File: src/core/spms_pkg.sv
// Shared constants and types for the supply phase and mode sequencer.
package spms_pkg;

  // ************************************************************
  // Timing
  // ************************************************************

  // System clock rate in kHz (10 MHz, 100 ns period).
  localparam int CLK_FREQ_KHZ = 10000;
  // Oscillator switching frequency in kHz.
  localparam int OSC_FREQ_KHZ = 100;
  // Largest share of an oscillator cycle that may carry an on-time, in percent.
  localparam int MAX_DUTY_PCT = 80;
  // Percent scale used to turn the duty figure into cycles.
  localparam int PCT_FULL = 100;
  // Oscillator period in system clocks.
  localparam int OSC_PERIOD_CYC = CLK_FREQ_KHZ / OSC_FREQ_KHZ;
  // Longest on-time in system clocks; a longest time rounds down.
  localparam int MAX_ON_CYC = (OSC_PERIOD_CYC * MAX_DUTY_PCT) / PCT_FULL;

  // ************************************************************
  // Comparator input bundle
  // ************************************************************

  // Number of asynchronous comparator inputs.
  localparam int CMP_W = 9;
  // Supply reached the start threshold.
  localparam int CMP_START = 0;
  // Supply fell to the lower working threshold.
  localparam int CMP_LOW_WORK = 1;
  // Supply fell to the undervoltage restart threshold.
  localparam int CMP_UVLO = 2;
  // Supply above the fixed overvoltage level.
  localparam int CMP_VCC_OVER = 3;
  // Quick overvoltage from the demagnetization current.
  localparam int CMP_QOVP = 4;
  // Current-sense comparator tripped.
  localparam int CMP_CS = 5;
  // Pulse-width comparator ended the on-time.
  localparam int CMP_PWM = 6;
  // Transformer demagnetization complete.
  localparam int CMP_DEMAG = 7;
  // Demagnetization input current below the direct-return level.
  localparam int CMP_DEMAG_LOW = 8;

  // ************************************************************
  // Types and reset values
  // ************************************************************

  // Operating phases of the supply.
  typedef enum logic [1:0] {
    PH_STARTUP,
    PH_SWITCH,
    PH_LATCHED
  } spms_phase_t;

  // Mode latch value after reset: normal mode.
  localparam logic MODE_RST = 1'h0;
  // End-of-cycle status after reset: overcurrent value.
  localparam logic END_STATUS_RST = 1'h0;

endpackage

File: src/core/spms_sync.sv
// Two-stage synchroniser for a bundle of asynchronous comparator levels.
`timescale 1ns/1ps
`default_nettype none

module spms_sync #(
  parameter int WIDTH = spms_pkg::CMP_W
) (
  input wire logic mclk,
  input wire logic reset_n,
  input wire logic [WIDTH-1:0] async_in,
  output logic [WIDTH-1:0] sync_out
);
  import spms_pkg::*;

  logic [WIDTH-1:0] meta_ff;
  logic [WIDTH-1:0] sync_ff;
  logic [WIDTH-1:0] nxt_meta;
  logic [WIDTH-1:0] nxt_sync;

  // The first stage feeds only the second stage, so a metastable level never
  // reaches any decision logic.
  always_comb begin
    nxt_meta = async_in;
    nxt_sync = meta_ff;
  end

  // Both stages clear on the synchronous reset.
  always_ff @(posedge mclk) begin
    if (!reset_n) begin
      meta_ff <= '0;
      sync_ff <= '0;
    end else begin
      meta_ff <= nxt_meta;
      sync_ff <= nxt_sync;
    end
  end

  assign sync_out = sync_ff;

endmodule

`default_nettype wire

File: src/core/spms_sequencer.sv
// Phase, pulse and mode sequencing for an off-line switch-mode supply controller.
//
// Summary of operation
// - Each on-time end stores 1 for no overcurrent, 0 for overcurrent.
// - Supply at lower working threshold ends switching; end status keeps its value only if a width ending was seen.
// - On-time is cut at eighty percent of each oscillator cycle.
// - Latched-off phase, with no pulses, ends at the restart threshold.
// - Start-up after overcurrent ending enables source and clears the mode latch.
// - Start threshold ends start-up, disables the source, enters switching.
// - Normal mode sources no sense-pin current; full sense threshold applies.
// - Entering latched-off with no-overcurrent status sets the mode latch.
// - Start-up after no-overcurrent ending leaves the mode latch set.
// - Switching with mode set gives standby indication and sense-pin source.
// - Switching that saw no pulse-width ending clears the end status.
// - Low demagnetization current clears the mode latch at once, any phase.
// - Standby latched-off closes sleep bias switch and opens regulator switch.
// - Cycle start sets the pulse; width or current trip clears it.
// - Any overvoltage trip holds the output off until the next start-up.
// - Without demagnetization complete, the next oscillator cycle waits.
`timescale 1ns/1ps
`default_nettype none

module spms_sequencer #(
  parameter int OSC_PERIOD = spms_pkg::OSC_PERIOD_CYC,
  parameter int MAX_ON = spms_pkg::MAX_ON_CYC
) (
  input wire logic mclk,
  input wire logic reset_n,
  input wire logic [spms_pkg::CMP_W-1:0] cmp_async,
  output logic gate_drive,
  output logic startup_src_en,
  output logic cs_source_en,
  output logic standby_ind,
  output logic sleep_bias_switch,
  output logic regulator_switch,
  output logic mode_pulsed,
  output logic end_status_latch,
  output logic overcurrent_flag,
  output logic no_overcurrent_flag,
  output logic ovp_latched,
  output spms_pkg::spms_phase_t phase
);
  import spms_pkg::*;

  localparam int CW = $clog2(OSC_PERIOD);
  localparam logic [CW-1:0] OSC_LAST = CW'(OSC_PERIOD - 1);
  localparam logic [CW-1:0] ON_LAST = CW'(MAX_ON - 1);

  // ************************************************************
  // Input synchronisation
  // ************************************************************
  logic [CMP_W-1:0] cmp_s;
  logic start_s;
  logic low_work_s;
  logic uvlo_s;
  logic ovp_s;
  logic cs_s;
  logic pwm_s;
  logic demag_complete;
  logic direct_normal_reset;

  // All comparators are asynchronous to mclk.
  spms_sync #(
    .WIDTH(CMP_W)
  ) u_sync (
    .mclk(mclk),
    .reset_n(reset_n),
    .async_in(cmp_async),
    .sync_out(cmp_s)
  );

  // Named views of the synchronised comparator levels.
  assign start_s = cmp_s[CMP_START];
  assign low_work_s = cmp_s[CMP_LOW_WORK];
  assign uvlo_s = cmp_s[CMP_UVLO];
  assign ovp_s = cmp_s[CMP_VCC_OVER] | cmp_s[CMP_QOVP];
  assign cs_s = cmp_s[CMP_CS];
  assign pwm_s = cmp_s[CMP_PWM];
  assign demag_complete = cmp_s[CMP_DEMAG];
  assign direct_normal_reset = cmp_s[CMP_DEMAG_LOW];

  // ************************************************************
  // State
  // ************************************************************
  spms_phase_t phase_ff;
  spms_phase_t nxt_phase;
  logic [CW-1:0] osc_cnt_ff;
  logic [CW-1:0] nxt_osc_cnt;
  logic gate_ff;
  logic nxt_gate;
  logic end_status_ff;
  logic nxt_end_status;
  logic mode_ff;
  logic nxt_mode;
  logic ovp_ff;
  logic nxt_ovp;
  logic pwm_seen_ff;
  logic nxt_pwm_seen;

  logic cycle_start;
  logic on_end;
  logic sw_exit;
  logic enter_startup;
  logic enter_latched;

  // Phase transition, cycle start and on-time end events used by the pulse and latch logic.
  always_comb begin
    sw_exit = (phase_ff == PH_SWITCH) && low_work_s;
    enter_latched = sw_exit;
    enter_startup = (phase_ff == PH_LATCHED) && uvlo_s;
    cycle_start = (phase_ff == PH_SWITCH) && !sw_exit && (osc_cnt_ff == OSC_LAST)
                  && demag_complete;
    on_end = gate_ff && (cs_s || pwm_s || (osc_cnt_ff == ON_LAST));
  end

  // ************************************************************
  // Phase sequence
  // ************************************************************
  // Start-up charges the supply, switching runs pulses, latched-off idles.
  always_comb begin
    nxt_phase = phase_ff;
    case (phase_ff)
      PH_STARTUP: begin
        if (start_s) begin
          nxt_phase = PH_SWITCH;
        end
      end
      PH_SWITCH: begin
        if (low_work_s) begin
          nxt_phase = PH_LATCHED;
        end
      end
      PH_LATCHED: begin
        if (uvlo_s) begin
          nxt_phase = PH_STARTUP;
        end
      end
      default: begin
        nxt_phase = PH_STARTUP;
      end
    endcase
  end

  // ************************************************************
  // Oscillator and pulse latch
  // ************************************************************
  // The oscillator parks at its last count outside switching, so the first
  // cycle of a new switching phase starts as soon as demagnetization allows.
  always_comb begin
    nxt_osc_cnt = osc_cnt_ff;
    if (phase_ff != PH_SWITCH) begin
      nxt_osc_cnt = OSC_LAST;
    end else if (osc_cnt_ff == OSC_LAST) begin
      if (demag_complete) begin
        nxt_osc_cnt = '0;
      end else begin
        nxt_osc_cnt = OSC_LAST;
      end
    end else begin
      nxt_osc_cnt = osc_cnt_ff + 1'b1;
    end
  end

  // Only the cycle start sets the pulse, so one pulse per cycle at most.
  // The duty cap ends the pulse even if regulation wants it longer.
  always_comb begin
    nxt_gate = gate_ff;
    if (cycle_start && !ovp_ff && !ovp_s) begin
      nxt_gate = 1'b1;
    end else if (on_end || sw_exit || ovp_ff || ovp_s || phase_ff != PH_SWITCH) begin
      nxt_gate = 1'b0;
    end
  end

  // ************************************************************
  // End-of-cycle status and mode latch
  // ************************************************************
  // The status records how each on-time ended. A pulse cut only by the end of
  // switching or an overvoltage is not a real ending and leaves it alone.
  always_comb begin
    nxt_end_status = end_status_ff;
    nxt_pwm_seen = pwm_seen_ff;
    if (on_end) begin
      nxt_end_status = !cs_s;
      nxt_pwm_seen = pwm_seen_ff || !cs_s;
    end
    if (sw_exit && !(on_end && !cs_s) && !pwm_seen_ff) begin
      nxt_end_status = 1'b0;
    end
    if (phase_ff == PH_STARTUP) begin
      nxt_pwm_seen = 1'b0;
    end
  end

  // The direct reset wins over every phase-driven update so that a secondary
  // wake-up does not wait for a whole burst sequence.
  always_comb begin
    nxt_mode = mode_ff;
    if (enter_latched && nxt_end_status) begin
      nxt_mode = 1'b1;
    end
    if (enter_startup && !end_status_ff) begin
      nxt_mode = 1'b0;
    end
    if (direct_normal_reset) begin
      nxt_mode = 1'b0;
    end
  end

  // An overvoltage holds until start-up; a trip in the same cycle still wins.
  always_comb begin
    nxt_ovp = ovp_ff;
    if (enter_startup) begin
      nxt_ovp = 1'b0;
    end
    if (ovp_s) begin
      nxt_ovp = 1'b1;
    end
  end

  // ************************************************************
  // Registers
  // ************************************************************
  // All control state returns to a fresh start-up in normal mode.
  always_ff @(posedge mclk) begin
    if (!reset_n) begin
      phase_ff <= PH_STARTUP;
      osc_cnt_ff <= OSC_LAST;
      gate_ff <= 1'b0;
      end_status_ff <= END_STATUS_RST;
      mode_ff <= MODE_RST;
      ovp_ff <= 1'b0;
      pwm_seen_ff <= 1'b0;
    end else begin
      phase_ff <= nxt_phase;
      osc_cnt_ff <= nxt_osc_cnt;
      gate_ff <= nxt_gate;
      end_status_ff <= nxt_end_status;
      mode_ff <= nxt_mode;
      ovp_ff <= nxt_ovp;
      pwm_seen_ff <= nxt_pwm_seen;
    end
  end

  // ************************************************************
  // Outputs
  // ************************************************************
  // Switch and source controls decode straight from registered state.
  // holds because start-up entry only clears the mode on the overcurrent value.
  assign gate_drive = gate_ff;
  assign startup_src_en = (phase_ff == PH_STARTUP);
  assign standby_ind = (phase_ff == PH_SWITCH) && mode_ff;
  assign cs_source_en = (phase_ff == PH_SWITCH) && mode_ff;
  assign sleep_bias_switch = (phase_ff == PH_LATCHED) && mode_ff;
  assign regulator_switch = (phase_ff == PH_SWITCH);
  assign mode_pulsed = mode_ff;
  assign end_status_latch = end_status_ff;
  assign overcurrent_flag = cs_s;
  assign no_overcurrent_flag = end_status_ff;
  assign ovp_latched = ovp_ff;
  assign phase = phase_ff;

  // ************************************************************
  // Checks
  // ************************************************************
  // The pulse never runs past the duty cap count.
  a_duty_cap_limit: assert property (@(posedge mclk) disable iff (!reset_n)
    gate_ff |-> (osc_cnt_ff <= ON_LAST))
    else $error("on-time passed the duty cap");
  // An overcurrent ending stores the overcurrent value next cycle.
  a_oc_status_zero: assert property (@(posedge mclk) disable iff (!reset_n)
    (gate_ff && cs_s) |=> (!end_status_ff && !gate_ff))
    else $error("overcurrent ending not stored as zero");
  // A width ending without overcurrent stores the no-overcurrent value.
  a_pwm_status_one: assert property (@(posedge mclk) disable iff (!reset_n)
    (gate_ff && pwm_s && !cs_s) |=> end_status_ff)
    else $error("width ending not stored as one");
  // Lower working threshold moves switching to latched-off.
  a_low_work_exit: assert property (@(posedge mclk) disable iff (!reset_n)
    (phase_ff == PH_SWITCH && low_work_s) |=> (phase_ff == PH_LATCHED && !gate_ff))
    else $error("switching did not stop at the working threshold");
  // Restart threshold hands latched-off over to start-up.
  a_uvlo_restart: assert property (@(posedge mclk) disable iff (!reset_n)
    (phase_ff == PH_LATCHED && uvlo_s) |=> (phase_ff == PH_STARTUP && startup_src_en))
    else $error("latched-off did not restart");
  // Start threshold disables the source and enters switching.
  a_startup_exit: assert property (@(posedge mclk) disable iff (!reset_n)
    (phase_ff == PH_STARTUP && start_s) |=> (phase_ff == PH_SWITCH && !startup_src_en))
    else $error("start-up did not end at the start threshold");
  // Start-up after an overcurrent ending is in normal mode.
  a_mode_cleared: assert property (@(posedge mclk) disable iff (!reset_n)
    (phase_ff == PH_LATCHED && uvlo_s && !end_status_ff) |=> !mode_ff)
    else $error("mode latch not cleared at start-up");
  // Start-up after a no-overcurrent ending keeps the mode set.
  a_mode_kept: assert property (@(posedge mclk) disable iff (!reset_n)
    (phase_ff == PH_LATCHED && uvlo_s && end_status_ff && mode_ff
     && !direct_normal_reset) |=> mode_ff)
    else $error("mode latch lost at start-up");
  // Direct reset clears the mode within one cycle in any phase.
  a_direct_reset: assert property (@(posedge mclk) disable iff (!reset_n)
    direct_normal_reset |=> (!mode_ff && !standby_ind))
    else $error("direct reset did not return to normal");
  // Overvoltage in a switching phase that stays put keeps the output off.
  a_ovp_holds_off: assert property (@(posedge mclk) disable iff (!reset_n)
    (ovp_s && phase_ff == PH_SWITCH && !low_work_s) |=> (ovp_ff && !gate_ff) [*2])
    else $error("output not held off after overvoltage");
  // The oscillator waits at its last count until demagnetization completes.
  a_demag_wait: assert property (@(posedge mclk) disable iff (!reset_n)
    (phase_ff == PH_SWITCH && !low_work_s && osc_cnt_ff == OSC_LAST && !demag_complete)
    |=> (osc_cnt_ff == OSC_LAST && !gate_ff))
    else $error("oscillator ran before demagnetization");
  // A new pulse only starts at the beginning of an oscillator cycle.
  a_pulse_start: assert property (@(posedge mclk) disable iff (!reset_n)
    $rose(gate_ff) |-> (osc_cnt_ff == '0 && $past(demag_complete)))
    else $error("pulse began outside a cycle start");
  // Standby switching enables the sense-pin source from its first cycle.
  a_standby_source: assert property (@(posedge mclk) disable iff (!reset_n)
    (phase_ff == PH_STARTUP && start_s && mode_ff && !direct_normal_reset)
    |=> (standby_ind && cs_source_en && regulator_switch))
    else $error("standby switching without sense source");
  // Standby latched-off closes the sleep switch and opens the regulator.
  a_sleep_bias: assert property (@(posedge mclk) disable iff (!reset_n)
    (sw_exit && nxt_mode) |=> (sleep_bias_switch && !regulator_switch))
    else $error("sleep bias switch not closed in standby");
  // A switching phase with no width-side ending clears the status and never sets the mode.
  a_no_pwm_clear: assert property (@(posedge mclk) disable iff (!reset_n)
    (sw_exit && !pwm_seen_ff && !(on_end && !cs_s))
    |=> (!end_status_ff && (!mode_ff || $past(mode_ff))))
    else $error("status not cleared after switching without width ending");

endmodule

`default_nettype wire

File: config.mk
export PLATFORM = sky130hd
export DESIGN_NAME = spms_sequencer
export DESIGN_NICKNAME = d
export VERILOG_FILES = /design/src/core/spms_pkg.sv /design/src/core/spms_sync.sv /design/src/core/spms_sequencer.sv
export SDC_FILE = /design/constraint.sdc
export NUM_CORES = 1
export LEC_CHECK = 0
export BUFFER_PORTS_ARGS = -buffer_cell sky130_fd_sc_hd__buf_2
export CAP_MARGIN = 0
export CORE_MARGIN = 4
export CORE_UTILIZATION = 30
export CTS_BUF_LIST = sky130_fd_sc_hd__clkbuf_16
export DETAILED_ROUTE_END_ITERATION = 10
export GPL_TIMING_DRIVEN = 1
export PLACE_DENSITY = 0.55
export SETUP_SLACK_MARGIN = 0.3
export SYNTH_ARGS = -nofsm -noshare
export SYNTH_HDL_FRONTEND = slang
export SYNTH_SLANG_ARGS = --single-unit
File: constraint.sdc
create_clock -name mclk -period 2.2 [get_ports mclk]
set_input_delay 0.11 -clock mclk [delete_from_list [all_inputs] [get_ports mclk]]
set_output_delay 0.11 -clock mclk [all_outputs]
set_load 0.02 [all_outputs]
# After elaboration in Yosys (flattened, before gate mapping)
# Cells that the tools add are included.
# word_totals
reg_bits	32
# op_classes
eq_ne	8
bitwise	2
n_mux	12
add_sub_neg	1
reduce_logical	36
# op_table
op	count
logical AND 1 bit	15
== test 7 bit, second input constant	2
2-to-1 mux 7 bit	2
!= test 2 x 1 -> 1 bit, second input constant	4
adder 7 x 1 -> 7 bit, second input constant	1
zero test 1 bit	7
logical OR 1 bit	7
2-to-1 mux 1 bit	6
2-to-1 mux 2 bit	3
case mux 2 bit (3 select lines)	1
nonzero test 2 bit	2
OR reduction 2 bit	2
AND reduction 3 bit	1
OR reduction 3 bit	1
== test 2 x 1 -> 1 bit, second input constant	1
== test 2 bit, second input constant	1
zero test 2 bit	1
inverter 1 bit	1
bitwise OR 1 bit	1

# Logic depth before layout (Yosys ltp)
# Gate-level depths: netlist (run 1).
# logic_depth
word_depth	9
depth_mapped	5

# Modules after synthesis
# From an unflattened synthesis (run 1), not the netlist that was laid out.
# hier_totals
hier_cells	111
area_unflattened_um2	1196.1
# modules_own_cells
mod	area_each_um2	cells_per_inst	instances	seq_area_each_um2
spms_sequencer	694.4	74	1	280.3
spms_sync	501.7	37	1	360.3

# Worst setup path before layout (run 1)
# OpenSTA, ideal clock, no wires.
# synth_timing
kind	register -> output
start	reg phase_ff[0] (netlist: phase[0])
end	out standby_ind
slack_ps	820
stages_incl_launch_ff	4
t_arrival_ps	1270
path_cell_list	dfxtp_1 > and2b_2 > and2_1 > buf_4
# synth_via
elab_chain_len	2
# synth_lines
item	line	text
start: declaration	spms_sequencer.sv:85	spms_phase_t phase_ff;
start signal: assignment	spms_sequencer.sv:235	phase_ff <= nxt_phase;
== test 2 x 1 -> 1 bit	--	
named net regulator_switch	spms_sequencer.sv:35	output logic regulator_switch,
logical AND 1 bit	spms_sequencer.sv:252	assign standby_ind = (phase_ff == PH_SWITCH) && mode_ff;
end: declaration	spms_sequencer.sv:33	output logic standby_ind,
# The timed path passes the listed nets, and every way through them passes these cells.

# Final worst setup path (run 1)
# layout_timing
start	reg phase_ff[1] (netlist: phase[1])
end	out cs_source_en
# layout_via
elab_chain_len	2
# layout_lines
item	line	text
== test 2 x 1 -> 1 bit	spms_sequencer.sv:253	assign cs_source_en = (phase_ff == PH_SWITCH) && mode_ff;
logical AND 1 bit	spms_sequencer.sv:253	
end: declaration	spms_sequencer.sv:32	output logic cs_source_en,
# Every way passes these cells.

==> results.py, run 1 <==
metrics = {
    "sta": {
        "hold_viol": 0,
        "relSlewSlack": 0.7891,
        "tns_ns": 0,
        "fmax_ghz": 0.6882,
        "fin_skew_ns": 0.003257,
        "period_share": 0.6605,
        "rsz0062_at_grt": "false",
        "finalSetupViolations": 0,
        "setup_ws_ns": 0.7469,
        "min_period_ns": 1.453,
        "slew_viol_final": 0,
        "max_slew.worst_pin.slew_ns": 0.3164,
    },
    "global_route": {
        "grt_usage": 0.09228,
        "grt_max_degree": 27,
        "grt_pass1_vias": 840,
        "grt_overflow": 0,
        "antenna_found_initial": 0,
        "grt_pass1_wl_mm": 3.567,
    },
    "clock_network": {
        "cts_resized": 0,
        "ctsHoldBuffers": 0,
        "numCtsBuffers": 5,
        "clockBufferDepth": 2,
        "htree_levels": 2,
        "cts_tree": "built",
        "cts_setup_buffers": 0,
        "path_clk_slew_ns": 0.05,
        "clock_latency_ns": 0.27,
        "clkSinkCount": 32,
        "root_buffer": "clkbuf_16",
    },
    "floorplanning": {
        "rows": 22,
        "die-area_mm2": 0.004977,
        "fp.dieW_um": 70.55,
        "start_util": 0.3158,
        "dieHeight_um": 70.55,
        "core_mm2": 0.003716,
        "ios": 24,
    },
    "synthesis": {
        "ys_dominant_reg_cell": "dfxtp_1",
        "synth_compound_area_frac": 0.08635,
        "muxShareOfSynthArea": 0.008529,
        "ys_types": 34,
        "avgSynthCellArea_um2": 10.77,
        "ys_seq_area_frac": 0.5458,
        "yosys_warnings": 0,
        "syn_inst": 109,
        "ys_seq_elements": 32,
        "synth_top_family_by_area": "simple AND/OR/NAND/NOR gates",
        "synth_commonest_cells": "dfxtp_1, and2_1, nor2_1",
        "synth.most_common_cell": "dfxtp_1",
        "synthAdderAreaFrac": 0.01066,
        "synth_top_cell_area_share": 0.5458,
        "synth_xor_area_frac": 0.03731,
        "yosysTopAreaCell": "dfxtp_1",
        "ys_top_cells_by_area": "dfxtp_1, and2_1, nor2_1, and3b_1, xnor2_1",
        "synthSimpleGateAreaFrac": 0.2857,
        "synth_nets": 121,
        "syn-cell-area_mm2": 0.001174,
        "async_reset_ff_frac": 0,
        "synth-edff-count": 0,
    },
    "worst_setup_path": {
        "slowest_delay_ns": 0.47,
        "cp_cell_sequence": "and2b_2 -> and2_1 -> buf_2",
        "crit_type": "flip-flop to output pin",
        "cp_max_fo": 9,
        "critPathArrivalTime_ns": 1.34,
        "end_kind": "output pin",
        "slowest_stage": "dfxtp_1",
        "required_ns": 2.09,
        "setup.worst_path.start_class": "flip-flop",
    },
    "pwr": {
        "p_per_area_mw_per_mm2": 877.6,
        "p_leak_nw": 0.6459,
        "peakVddDrop_mv": 0.4120,
    },
    "drt": {
        "route.detailed.drc": 0,
        "ant_nets": 0,
        "post_drt_wl_per_cell_um": 10.90,
        "num_vias": 805,
        "vias_per_cell": 4.375,
        "postRouteWirelength_mm": 2.005,
        "drtIter0Drc": 63,
        "firstDrtPassIters": 4,
    },
    "run_status": {
        "outcome": "complete, no violations",
    },
    "placed_design": {
        "gp_congestion": 0.7183,
        "dp_hpwl_mm": 1.424,
        "portBuffers": 23,
        "place_ws_ns": 0.7537,
    },
    "layout": {
        "drive_above_1_share": 0.2500,
        "antenna_cells": 0,
        "nNetsFinal": 147,
        "area_delta_synth_final_pct": 24.63,
    },
    "min_path": {
        "worst_hold_path_type": "primary input to flip-flop",
    },
    "flow_run": {
        "max-cap-violations": 0,
    },
}
==> report_power, final <==
part,internal [mW],leakage [nW],switching (mW)
Sequential,0.600,0.262,0.00992
Clock,0.405,0.0738,0.215
Combinational,0.0278,0.310,0.0259
Total,1.03,0.646,0.251
==> placed cells by master, fill, tap and decap left out, drive strengths merged, types with 2 or more instances in the layout <==
| cell type | instances |
|---|---|
| and2 | 22 |
| and3b | 3 |
| buf | 23 |
| clkbuf | 5 |
| dfxtp | 32 |
| inv | 4 |
| nand2 | 4 |
| nand3 | 2 |
| nor2 | 8 |
| nor2b | 2 |
| nor3b | 3 |
| nor4b | 2 |
| o21ai | 4 |
| xnor2 | 3 |
| xor2 | 2 |
==> cells by family (layout without fill, tap and decap cells) <==
family,Yosys count,count (layout)
flops,32,32
buf+inv,6,33
compound gates,12,12
xor+xnor,5,5
mux,1,1
fa+ha+maj,1,1
simple gates,52,52
==> per-layer routing <==
layer / up-vias / track usage / share of wire
li1: 414 / - / -
met1: 372 / 0.1080 / 0.46
met2: 15 / 0.1383 / 0.47
met3: 4 / 0.03693 / 0.053
met4: 0 / 0.06263 / 0.017
met5: - / 0 / 0
==> critical path, delay by kind of cell, from the launching register on <==
family,cells,cell delay [ns]
DFF,1,0.47
and+or+nand+nor,2,0.44
buffers and inverters,1,0.15
==> state kept, by name, indices dropped and copies added, names as in the netlist <==
register and count:
end_status_latch 1, gate_drive 1, u_sync.meta_ff 9, osc_cnt_ff 7, phase 2, pwm_seen_ff 1, mode_pulsed 1, u_sync.sync_out 9
ovp_latched 1
==> through the flow <==
stage,hold slack (ns),power (mW),cell area [um2],utilization,std cells
final,0.04335,1.284,1463,0.3936,184
after global routing,0.04440,1.334,1463,0.3936,184
after CTS,0.03412,1.310,1463,0.3936,184
after detailed placement,0.3181,0.6760,1326,0.3569,176
after global placement,0.3147,0.6746,1326,0.3569,176
after floorplan,0.2373,0.6542,1174,-,109
==> path summary, 6_finish.rpt <==
path                      from            endpoint  slack, ns  cells after the start
min               cmp_async[0]   u_sync.meta_ff[0]       0.04                      2
max reg2reg      osc_cnt_ff[0]         mode_pulsed       0.76                      5
max                   phase[1]        cs_source_en       0.75                      3
min reg2reg  u_sync.meta_ff[1]  u_sync.sync_out[1]       0.43                      1
==> area by class of cell <==
type	count	area (um2)
clock buffers	5	125.1
clock inverters	3	11.26
fillers	369	2253
inverters	2	7.507
multi-input cells	71	503.0
flip-flops and latches	32	640.6
well taps	48	60.06
repair buffers	23	115.1
(Power assumes the default switching activity.)
==> inputs of run 2 (changes only) <==
ABC_AREA = 1   (was not set)
PLACE_DENSITY = 0.57   (was 0.55)
clock period = 1.2 ns   (was 2.2 ns; I/O delays follow)
==> results.py, run 2 <==
metrics = {
    "floorplanning": {
        "dieHeight_um": 70.95,
        "ios": 24,
        "start_util": 0.3175,
        "die-area_mm2": 0.005033,
        "core_mm2": 0.003744,
        "rows": 22,
        "fp.dieW_um": 70.95,
    },
    "placed_design": {
        "gp_congestion": 0.7703,
        "portBuffers": 23,
        "dpl_cell_area_mm2": 0.001420,
        "dp_hpwl_mm": 1.595,
    },
    "synthesis": {
        "yosys_warnings": 0,
        "ys_types": 23,
        "async_reset_ff_frac": 0,
        "synth-edff-count": 0,
        "synth_top_cell_area_share": 0.5389,
        "ys_top_cells_by_area": "dfxtp_1, nand2_1, inv_1, nor2_1, a21oi_1",
        "avgSynthCellArea_um2": 7.820,
        "synth.most_common_cell": "nand2_1",
        "synth_nets": 164,
        "ys_seq_elements": 32,
        "ys_seq_area_frac": 0.5389,
        "ys_dominant_reg_cell": "dfxtp_1",
        "syn-cell-area_mm2": 0.001189,
        "synth_commonest_cells": "nand2_1, inv_1, dfxtp_1",
        "syn_inst": 152,
        "yosysTopAreaCell": "dfxtp_1",
    },
    "drt": {
        "route.detailed.drc": 0,
        "post_drt_wl_per_cell_um": 10.07,
        "firstDrtPassIters": 4,
        "ant_nets": 0,
        "vias_per_cell": 4.078,
        "drtIter0Drc": 31,
        "postRouteWirelength_mm": 2.466,
        "num_vias": 999,
        "wl_met1_mm": 1.055,
        "highest_layer": "met4",
        "routed-wl-met2_mm": 1.268,
        "wl_met3_um": 109,
    },
    "pwr": {
        "peakVddDrop_mv": 0.8097,
        "p_per_area_mw_per_mm2": 1454,
        "p_total_mw": 2.717,
        "p_leak_nw": 0.9078,
    },
    "min_path": {
        "worst_hold_path_type": "primary input to flip-flop",
    },
    "sta": {
        "rsz0062_at_grt": "true",
        "min_period_ns": 1.168,
        "tns_ns": 0,
        "slew_viol_final": 0,
        "hold_viol": 0,
        "finalHoldWorstSlack_ns": 0.08954,
        "finalSetupViolations": 0,
        "fin_skew_ns": 0.002091,
        "max_slew.worst_pin.slew_ns": 0.2259,
        "period_share": 0.9733,
        "relSlewSlack": 0.8478,
        "fmax_ghz": 0.8562,
    },
    "global_route": {
        "grt_usage": 0.1069,
        "antenna_found_initial": 0,
        "grt_pass1_wl_mm": 4.105,
        "grt_overflow": 0,
        "grt_pass1_vias": 971,
        "grt_max_degree": 13,
    },
    "worst_setup_path": {
        "cp_common_cell": "nand2_1",
        "slowest_stage": "dfxtp_2",
        "required_ns": 1.36,
        "setup.worst_path.start_class": "flip-flop",
        "slowest_delay_ns": 0.35,
        "critPathArrivalTime_ns": 1.33,
        "cp_max_fo": 3,
        "end_kind": "flip-flop",
        "crit_type": "flip-flop to flip-flop",
        "cp_cell_sequence": "ha_4 -> nand3_4 -> o21bai_4 -> nand2_1 -> nand2_1 -> nand2_1 -> nand2_1 -> a21oi_2",
    },
    "layout": {
        "multi_input_area_um2": 524.3,
        "mostFrequentLayoutCells": "nand2_1, inv_1, dfxtp_1",
        "fill_cells": 359,
        "area_delta_synth_final_pct": 57.26,
        "final_area_mm2": 0.001869,
        "drive_above_1_share": 0.4061,
        "ff_latch_area_um2": 656.9,
        "nNetsFinal": 208,
        "antenna_cells": 0,
        "layout_commonest_cell": "nand2_1",
    },
    "clock_network": {
        "clockBufferDepth": 2,
        "numCtsBuffers": 5,
        "root_buffer": "clkbuf_16",
        "clock_latency_ns": 0.27,
        "path_clk_slew_ns": 0.05,
        "cts_tree": "built",
        "clkSinkCount": 32,
        "htree_levels": 2,
    },
    "run_status": {
        "outcome": "complete, no violations",
    },
    "flow_run": {
        "max-cap-violations": 0,
    },
}
## run 2: changes by cell type in the layout (fill, tap and decap cells not counted), sizes merged, moves of 3 or more
cell	change
and3b	-3
a21oi	+4
inv	+30
nor2	+4
dlygate4sd3	+9
nand2	+39
nand3	+3
and2	-22
buf	+9
## run 2: path summary, 6_finish.rpt
kind                                   startpoint            endpoint  slack (ns)  cells after the start
worst max-delay path                osc_cnt_ff[1]         mode_pulsed        0.03                      8
worst max register to register      osc_cnt_ff[1]         mode_pulsed        0.03                      8
worst min-delay path                      reset_n   u_sync.meta_ff[8]        0.09                      3
worst min register to register  u_sync.meta_ff[7]  u_sync.sync_out[7]        0.41                      2
## run 2: cells by family (layout without fill, tap and decap cells)
kind of cell / Yosys count / in the layout / synth area share
simple gates: 65 / 65 / 0.2305
buf+inv: 38 / 83 / 0.1263
flops: 32 / 32 / 0.5389
compound gates: 13 / 13 / 0.07159
xor+xnor: 3 / 3 / 0.02211
fa+ha+maj: 1 / 1 / 0.01052
## run 2: stage by stage
| stage | worst slack, ns | std cells | util |
|---|---|---|---|
| finish | 0.03205 | 245 | 0.4993 |
| global route | -0.04431 | 245 | 0.4993 |
| CTS | 0.03157 | 243 | 0.4766 |
| detailed placement | 0.03284 | 222 | 0.3793 |
| global placement | 0.05094 | 222 | 0.3793 |
| floorplan | 0.1176 | 152 | - |
## run 2: cell type report
cell class / count / area share
Inverter: 34 / 0.07229
Timing Repair Buffer: 41 / 0.1740
Sequential cell: 32 / 0.3514
Clock inverter: 3 / 0.02276
Clock buffer: 5 / 0.06693
Multi-Input combinational cell: 82 / 0.2805
Tap cell: 48 / 0.03213
## run 2: power by group
part / total (mW) / internal [mW] / switching, mW
Sequential: 1.11 / 1.10 / 0.0186
Clock: 1.42 / 0.973 / 0.445
Combinational: 0.185 / 0.0940 / 0.0907
Total: 2.72 / 2.16 / 0.554
## run 2: critical path, delay by kind of cell, from the launching register on
kind                     cells  cell delay (ns)
adder cells (fa/ha/maj)      1             0.16
AO/OA/AOI/OAI                2             0.18
AND/OR/NAND/NOR              5             0.37
flip-flops                   1             0.35
## run 2: per-layer routing
layer  global-route usage  vias to the layer above
met1               0.1172                      439
met4              0.05637                        0
met5                    0                        -
met3              0.04403                        5
li1                     -                      538
met2               0.1761                       17
## run 2: repair_timing
action,CTS,global route
pin swaps,5,6
buffers inserted,4,2
setup endpoints to repair,17,24
resized for setup,27,22
hold buffers,9,0
endpoints found under the hold margin,9,0
